## src/rtl/urwk_map.svh

```systemverilog
`ifndef URWK_MAP_SVH
`define URWK_MAP_SVH

// ----------------------------------------------------------------------------
// Clock and timing constants
// ----------------------------------------------------------------------------

// System clock rate in kHz (20 MHz, 50 ns period).
`define URWK_CLK_KHZ        20000
// Bus idle time after which the device suspends, in microseconds.
`define URWK_SUSPEND_US     3000
// Bus idle time that must pass before remote wakeup may start, in microseconds.
`define URWK_WAKE_IDLE_US   5000
// Length of the remote wakeup K drive, in microseconds.
`define URWK_DRIVE_US       10000
// Least times round up to whole cycles.
`define URWK_SUSPEND_CYC    ((`URWK_SUSPEND_US * `URWK_CLK_KHZ + 999) / 1000)
`define URWK_WAKE_IDLE_CYC  ((`URWK_WAKE_IDLE_US * `URWK_CLK_KHZ + 999) / 1000)
`define URWK_DRIVE_CYC      ((`URWK_DRIVE_US * `URWK_CLK_KHZ + 999) / 1000)
// Width of every cycle counter; holds the longest count above.
`define URWK_CNT_W          18

// ----------------------------------------------------------------------------
// Register field positions
// ----------------------------------------------------------------------------

// Wakeup request bit within the device state register.
`define URWK_DEVSTATE_WAKEUP_BIT  4
// Suspend bit within the interrupt status register.
`define URWK_INTERRUPT_STATUS_REGISTER_SUSPEND_BIT  6

// ----------------------------------------------------------------------------
// Reset values
// ----------------------------------------------------------------------------

`define URWK_WAKEUP_RST   1'b0
`define URWK_SUSPIRQ_RST  1'b0

`endif

```

## src/rtl/urwk_pkg.sv

```systemverilog
// ----------------------------------------------------------------------------
// Types shared by the remote wakeup block
// ----------------------------------------------------------------------------

package urwk_pkg;

    // Link power states; Gray coded along awake, suspend, drive, wait for resume.
    typedef enum logic [1:0] {
        URWK_AWAKE   = 2'b00,
        URWK_SUSPEND = 2'b01,
        URWK_DRIVE_K = 2'b11,
        URWK_WAIT_RS = 2'b10
    } urwk_state_t;

endpackage : urwk_pkg

```

## src/rtl/urwk_idle_timer.sv

```systemverilog
`timescale 1ns/1ps

`include "urwk_map.svh"

// Counts how long the bus has stayed idle and flags the two thresholds.
module urwk_idle_timer #(
    parameter logic [`URWK_CNT_W-1:0] SUSPEND_CYC = `URWK_CNT_W'(`URWK_SUSPEND_CYC),
    parameter logic [`URWK_CNT_W-1:0] WAKE_CYC    = `URWK_CNT_W'(`URWK_WAKE_IDLE_CYC)
) (
    // Clock and reset.
    input  wire logic clock,
    input  wire logic srst,
    // Synchronised idle level of the bus.
    input  wire logic bus_idle,
    // Threshold flags.
    output logic      idle_suspend_ff,
    output logic      idle_wake_ff
);

    // ------------------------------------------------------------------------
    // Idle counter
    // ------------------------------------------------------------------------

    logic [`URWK_CNT_W-1:0] count_ff;      // Cycles of unbroken idle.
    logic [`URWK_CNT_W-1:0] nxt_count;     // Next count value.
    wire                    at_limit;      // Counter has reached the longer threshold.

    // Saturate at the wake threshold so the counter never wraps during a long suspend.
    assign at_limit  = (count_ff >= WAKE_CYC);
    assign nxt_count = !bus_idle ? '0 : (at_limit ? count_ff : count_ff + 1'b1);

    // Any activity restarts the count; the flags compare against both thresholds.
    always_ff @(posedge clock) begin
        if (srst) begin
            count_ff        <= '0;
            idle_suspend_ff <= 1'b0;
            idle_wake_ff    <= 1'b0;
        end else begin
            count_ff        <= nxt_count;
            idle_suspend_ff <= (nxt_count >= SUSPEND_CYC);
            idle_wake_ff    <= (nxt_count >= WAKE_CYC);
        end
    end

endmodule : urwk_idle_timer

```

## src/rtl/urwk_remote_wakeup.sv

```systemverilog
`timescale 1ns/1ps

`include "urwk_map.svh"

// Overview of operation
// - Wakeup signalling only while suspended.
// - Early request waits for five ms idle.
// - Request after five ms idle drives immediately.
// - Resume releasing suspend clears D4 automatically.
// - No wakeup while the oscillator is stopped.
// - Suspend after three ms of idle bus.
// - Resume or reset clears suspend interrupt D6.
module urwk_remote_wakeup #(
    parameter logic [`URWK_CNT_W-1:0] SUSPEND_CYC = `URWK_CNT_W'(`URWK_SUSPEND_CYC),
    parameter logic [`URWK_CNT_W-1:0] WAKE_CYC    = `URWK_CNT_W'(`URWK_WAKE_IDLE_CYC),
    parameter logic [`URWK_CNT_W-1:0] DRIVE_CYC   = `URWK_CNT_W'(`URWK_DRIVE_CYC)
) (
    // Clock and reset.
    input  wire logic clock,
    input  wire logic srst,
    // Line conditions from the transceiver, asynchronous to the clock.
    input  wire logic bus_idle_pin,
    input  wire logic bus_resume_pin,
    input  wire logic bus_reset_pin,
    // Oscillator status, asynchronous to the clock.
    input  wire logic osc_running_pin,
    // Software write of one to the wakeup request bit, one clock pulse.
    input  wire logic wakeup_req_write,
    // Suspend interrupt enable bit from the enable register.
    input  wire logic suspend_int_enable,
    // Register state seen by software.
    output logic      wakeup_request_ff,
    output logic      suspend_status_ff,
    output logic      suspended_ff,
    // Interrupt output, active low.
    output logic      intr_n_ff,
    // Remote wakeup drive of the K state and its output enable, active low.
    output logic      k_drive_ff,
    output logic      k_oe_n_ff
);

    // ------------------------------------------------------------------------
    // Input synchronisers
    // ------------------------------------------------------------------------

    localparam int NSYNC = 4;

    wire  [NSYNC-1:0] raw_in;       // Pins gathered for synchronisation.
    logic             meta_ff [NSYNC]; // First stage; read only by the second.
    logic             sync_ff [NSYNC]; // Second stage; one element per process, so no shared driver.

    assign raw_in = {osc_running_pin, bus_reset_pin, bus_resume_pin, bus_idle_pin};

    // Two flops per pin so that no decode sees a metastable level.
    genvar gi;
    generate
        for (gi = 0; gi < NSYNC; gi++) begin : g_sync
            always_ff @(posedge clock) begin
                if (srst) begin
                    meta_ff[gi] <= 1'b0;
                    sync_ff[gi] <= 1'b0;
                end else begin
                    meta_ff[gi] <= raw_in[gi];
                    sync_ff[gi] <= meta_ff[gi];
                end
            end
        end
    endgenerate

    wire bus_idle    = sync_ff[0];   // Bus undriven.
    wire bus_resume  = sync_ff[1];   // Host resume seen.
    wire bus_reset   = sync_ff[2];   // Bus reset seen.
    wire osc_running = sync_ff[3];   // Oscillator running.

    // ------------------------------------------------------------------------
    // Idle time measurement
    // ------------------------------------------------------------------------

    wire idle_suspend;   // Idle for the suspend threshold.
    wire idle_wake;      // Idle for the wakeup threshold.

    // While we drive K ourselves the line is not idle; the counter sees that as activity.
    urwk_idle_timer #(
        .SUSPEND_CYC     (SUSPEND_CYC),
        .WAKE_CYC        (WAKE_CYC)
    ) u_idle (
        .clock           (clock),
        .srst            (srst),
        .bus_idle        (bus_idle),
        .idle_suspend_ff (idle_suspend),
        .idle_wake_ff    (idle_wake)
    );

    // ------------------------------------------------------------------------
    // Decode of state transitions
    // ------------------------------------------------------------------------

    urwk_pkg::urwk_state_t   state_ff;    // Link power state.
    urwk_pkg::urwk_state_t   nxt_state;   // Next link power state.
    logic [`URWK_CNT_W-1:0]  drive_ff;    // Cycles of K drive so far.

    wire in_suspend  = (state_ff == urwk_pkg::URWK_SUSPEND);
    wire in_drive    = (state_ff == urwk_pkg::URWK_DRIVE_K);
    wire is_awake    = (state_ff == urwk_pkg::URWK_AWAKE);
    wire wake_exit   = bus_resume || bus_reset;
    // The stored request counts, and so does a write in this very cycle.
    wire req_live    = wakeup_request_ff || wakeup_req_write;
    // Start needs suspend, the idle time, a request and a running oscillator.
    wire start_drive = in_suspend && !wake_exit && req_live && idle_wake && osc_running;
    wire enter_susp  = is_awake && idle_suspend && !bus_reset;
    wire drive_done  = in_drive && (drive_ff >= DRIVE_CYC - 1'b1);
    wire release_sus = !is_awake && wake_exit && !in_drive;

    // Next state selection.
    always_comb begin
        nxt_state = state_ff;
        unique case (state_ff)
            urwk_pkg::URWK_AWAKE: begin
                // Enough idle moves the device into suspend.
                if (enter_susp) begin
                    nxt_state = urwk_pkg::URWK_SUSPEND;
                end
            end
            urwk_pkg::URWK_SUSPEND: begin
                // Host activity wins over a pending wakeup.
                if (wake_exit) begin
                    nxt_state = urwk_pkg::URWK_AWAKE;
                end else if (start_drive) begin
                    nxt_state = urwk_pkg::URWK_DRIVE_K;
                end
            end
            urwk_pkg::URWK_DRIVE_K: begin
                // Our own K shows as resume, so only the timer ends the drive.
                if (drive_done) begin
                    nxt_state = urwk_pkg::URWK_WAIT_RS;
                end
            end
            urwk_pkg::URWK_WAIT_RS: begin
                // The host answers with resume, which releases suspend.
                if (wake_exit) begin
                    nxt_state = urwk_pkg::URWK_AWAKE;
                end
            end
            default: begin
                nxt_state = urwk_pkg::URWK_AWAKE;
            end
        endcase
    end

    // ------------------------------------------------------------------------
    // Register next values
    // ------------------------------------------------------------------------

    // A write outside suspend is dropped so it can never cause signalling later.
    // A write arriving in the releasing cycle wins over the automatic clear.
    wire req_set   = wakeup_req_write && !is_awake;
    wire nxt_req   = req_set ? 1'b1 : (release_sus ? 1'b0 : wakeup_request_ff);
    // Suspend status is raised only when enabled, as a disabled cause reads zero.
    wire set_stat  = enter_susp && suspend_int_enable;
    wire clr_stat  = wake_exit || !suspend_int_enable;
    wire nxt_stat  = set_stat ? 1'b1 : (clr_stat ? 1'b0 : suspend_status_ff);
    wire nxt_susp  = (nxt_state != urwk_pkg::URWK_AWAKE);
    wire nxt_drive = (nxt_state == urwk_pkg::URWK_DRIVE_K);
    wire [`URWK_CNT_W-1:0] nxt_dcnt = in_drive ? drive_ff + 1'b1 : '0;

    // ------------------------------------------------------------------------
    // State and output registers
    // ------------------------------------------------------------------------

    // State machine and drive timer.
    always_ff @(posedge clock) begin
        if (srst) begin
            state_ff <= urwk_pkg::URWK_AWAKE;
            drive_ff <= '0;
        end else begin
            state_ff <= nxt_state;
            drive_ff <= nxt_dcnt;
        end
    end

    // Software visible bits and the interrupt pin.
    always_ff @(posedge clock) begin
        if (srst) begin
            wakeup_request_ff <= `URWK_WAKEUP_RST;
            suspend_status_ff <= `URWK_SUSPIRQ_RST;
            suspended_ff      <= 1'b0;
            intr_n_ff         <= 1'b1;
        end else begin
            wakeup_request_ff <= nxt_req;
            suspend_status_ff <= nxt_stat;
            suspended_ff      <= nxt_susp;
            intr_n_ff         <= !nxt_stat;
        end
    end

    // Line drive; enable low only while the K state is driven.
    always_ff @(posedge clock) begin
        if (srst) begin
            k_drive_ff <= 1'b0;
            k_oe_n_ff  <= 1'b1;
        end else begin
            k_drive_ff <= nxt_drive;
            k_oe_n_ff  <= !nxt_drive;
        end
    end

endmodule : urwk_remote_wakeup
```

## config.mk

```make
export PLATFORM = sky130hd
export DESIGN_NAME = urwk_remote_wakeup
export DESIGN_NICKNAME = d
export VERILOG_FILES = /design/src/rtl/urwk_pkg.sv /design/src/rtl/urwk_idle_timer.sv /design/src/rtl/urwk_remote_wakeup.sv
export VERILOG_INCLUDE_DIRS = /design/src /design/src/rtl
export SDC_FILE = /design/constraint.sdc
export NUM_CORES = 1
export LEC_CHECK = 0
export BUFFER_PORTS_ARGS = -buffer_cell sky130_fd_sc_hd__buf_2
export CAP_MARGIN = 20
export CELL_PAD_IN_SITES_DETAIL_PLACEMENT = 0
export CELL_PAD_IN_SITES_GLOBAL_PLACEMENT = 2
export CORE_MARGIN = 3
export CORE_UTILIZATION = 33
export DETAILED_ROUTE_END_ITERATION = 10
export GPL_TIMING_DRIVEN = 0
export PLACE_DENSITY_LB_ADDON = 0.1
export SYNTH_ARGS = -nofsm -noshare
export SYNTH_HDL_FRONTEND = slang
export SYNTH_SLANG_ARGS = --single-unit
```

## constraint.sdc

```tcl
create_clock -name clock -period 2.1 [get_ports clock]
set_clock_uncertainty 0.1 [all_clocks]
set_input_delay 0.42 -clock clock [delete_from_list [all_inputs] [get_ports clock]]
set_output_delay 0.42 -clock clock [all_outputs]
set_load 0.005 [all_outputs]
```

==> metrics.yaml <==
worst_setup_path:
  crit_slowest_cell: "dfxtp_4"
  critical-path-top-delay-family: "simple AND/OR/NAND/NOR gates"
  path_depth: 8
  r2r_cells: 8
  path_class: "reg2reg"
  startpoint_type: "flop"
  required_ns: 2.22
  max_stage_delay_ns: 0.37
  arrival_ns: 2.37
  crit_chain: "nor4_4 > nand2_1 > o21a_1 > buf_6 > or3_4 > mux2i_4 > nand4b_1 > o32ai_2"
  cp-end-kind: "flop"
  critPathBufInv: 1
  cp_max_fo: 10
floorplanning:
  die_h_um: 91.7
  core_area_um2: 6940
  ios: 14
  row_count: 30
  initial_core_util_pct: 34.9
  chipWidth_um: 91.7
  die-area_um2: 8400
sta:
  post-route-period-util_pct: 107
  fmax_ghz: 0.443
  slew_headroom_pct: 66.0
  tightest_slew_ns: 0.510
  setup_viol: 2
  timing.final.ws_setup_ns: -0.155
  slew_violations: 0
  final_hold_viol_count: 0
  fin_crit_ns: 2.26
  setup_tns_ns: -0.276
  rsz0062_at_grt: "yes"
final_layout:
  area_delta_synth_final_pct: 19.0
  fin_nets: 317
  final_layout_size_suffix_gt1_share_pct: 17.9
  layout.cells.non_filler: 403
  n_antenna_cell: 0
status:
  status: "finished with violations"
  violations: "setup timing"
pwr:
  p_per_area_nw_per_um2: 613
  p_leak_nw: 0.978
  power_mw: 1.77
  ir_worst_vdd_v: 0.000301
yosys:
  synth_common_cells: "dfxtp_1 (54), nor2_1 (44), nand2_1 (18)"
  synth_top_area_share_pct: 44.7
  synthFlopType: "dfxtp_1"
  ys_ff_latch: 54
  syn_nets: 289
  synth_cell_types: 50
  syn_inst: 278
  synth_edf_count: 0
  yosys-top-cells-area: "dfxtp_1 (45%), nor2_1 (6.8%), xor2_1 (4.7%)"
  ys_seq_area_share_pct: 44.7
  synth_area_um2: 2420
  syn_area_per_cell_um2: 8.71
  yosysTopAreaCell: "dfxtp_1"
  yosysWarnings: 0
  synthArstFlopShare_pct: 0
  synth_most_common_cell: "dfxtp_1"
grt:
  antenna_found_initial: 0
  first_global_vias: 1914
  grt_pass1_wl_um: 9450
  grtUsageTotal_pct: 13.9
  gr-total-overflow: 0
  grt_max_degree: 17
detailed_routing:
  route.detailed.drc: 0
  drt_iter0_drc: 56
  drt_first_pass_iters: 4
  vias: 1942
  wirelength_um: 5340
  postRouteAntennaNets: 0
  wl_per_cell_um: 13.3
  vias_per_cell: 4.82
clocking:
  ctsHtreeMaxLevel: 2
  worstSkewPairLatency_ns: 0.30
  clk_pin_slew_worst_paths_ns: 0.10
  cts_hold_buffers: 0
  numCtsBuffers: 5
  cts_root_buf: "clkbuf_8"
  cts_tree: "built"
  clock_path_buffers: 2
  clock-sinks: 54
hold_path:
  hold_class: "in2reg"
  whs_path_depth: 2
place:
  routabilityCongestion: 0.730
  portBuffers: 13
  placed_cells: 387
  pre_cts_slack_ns: -0.459
  hpwl_um: 3770
flow_run:
  drv_cap: 0
## cells by family (layout without fill, tap and decap cells)
family | count (synthesis) | after routing | share of synthesized area (%)
mux | 3 | 3 | 1.76
fa+ha+maj | 3 | 3 | 1.55
simple gates | 130 | 130 | 28.1
xor+xnor | 24 | 24 | 8.68
flops | 54 | 54 | 44.7
compound gates | 45 | 45 | 12.0
buf+inv | 19 | 48 | 3.26
## stage by stage
stage	hold WS, ns	area (um2)	util [%]
3_5_place_dp	0.324	2630	37.9
6_report	0.219	2880	41.5
5_1_grt	0.218	2880	41.5
2_1_floorplan	0.314	2440	-
3_3_place_gp	0.318	2630	37.9
4_1_cts	0.209	2860	41.2
## path summary, 6_finish.rpt
check,start,slack (ns),to
worst min-delay path,osc_running_pin,0.22,meta_ff[3]$_SDFF_PP0_
worst max register to register,u_idle.count_ff[14]$_SDFF_PP0_,-0.16,u_idle.idle_suspend_ff$_SDFF_PP0_
worst max-delay path,u_idle.count_ff[14]$_SDFF_PP0_,-0.16,u_idle.idle_suspend_ff$_SDFF_PP0_
worst min register to register,meta_ff[3]$_SDFF_PP0_,0.34,sync_ff[3]$_SDFF_PP0_
## repair_timing
action,4_1_cts,5_1_grt
setup endpoints to repair,7,9
buffers inserted,7,1
pin swaps,8,1
resized for setup,18,6
endpoints found under the hold margin,0,0
## per-layer routing
layer	vias to the layer above	track usage, %	wire [um]
met4	0	4.40	82
li1	1021	-	-
met2	17	22.3	2460
met1	897	18.7	2690
met5	-	0	0
met3	7	2.71	113
## cells in the final DEF, fill, tap and decap left out, types with 7 or more instances in the layout
cell     count
xor2_1      13
nand2_1     17
nand4_1      9
nand3_1     12
buf_4        7
buf_2       13
xnor2_1     11
inv_1       11
nor2_1      44
nor2b_1     11
a21oi_1      9
dfxtp_1     49
## state kept, by name, indices dropped and copies added, names as in the netlist
name / cells
k_oe_n_ff: 1
intr_n_ff: 1
u_idle.idle_wake_ff: 1
u_idle.count_ff: 18
state_ff: 2
suspend_status_ff: 1
wakeup_request_ff: 1
suspended_ff: 1
k_drive_ff: 1
u_idle.idle_suspend_ff: 1
drive_ff: 18
meta_ff: 4
sync_ff: 4
## layout make-up
class                           instances  area, um2
Fill cell                             730       4060
Multi-Input combinational cell        205       1340
Sequential cell                        54       1090
Timing Repair Buffer                   21        129
Tap cell                               96        120
Clock buffer                            6       72.6
Buffer                                  8       47.5
Inverter                               11       41.3
Clock inverter                          2       37.5
## report_power, final
group / internal (mW) / total, mW / switching, mW
Combinational: 0.0125 / 0.0303 / 0.0178
Sequential: 1.03 / 1.03 / 0.00394
Clock: 0.356 / 0.704 / 0.348
Note: power is estimated with default switching activity, not from simulation.
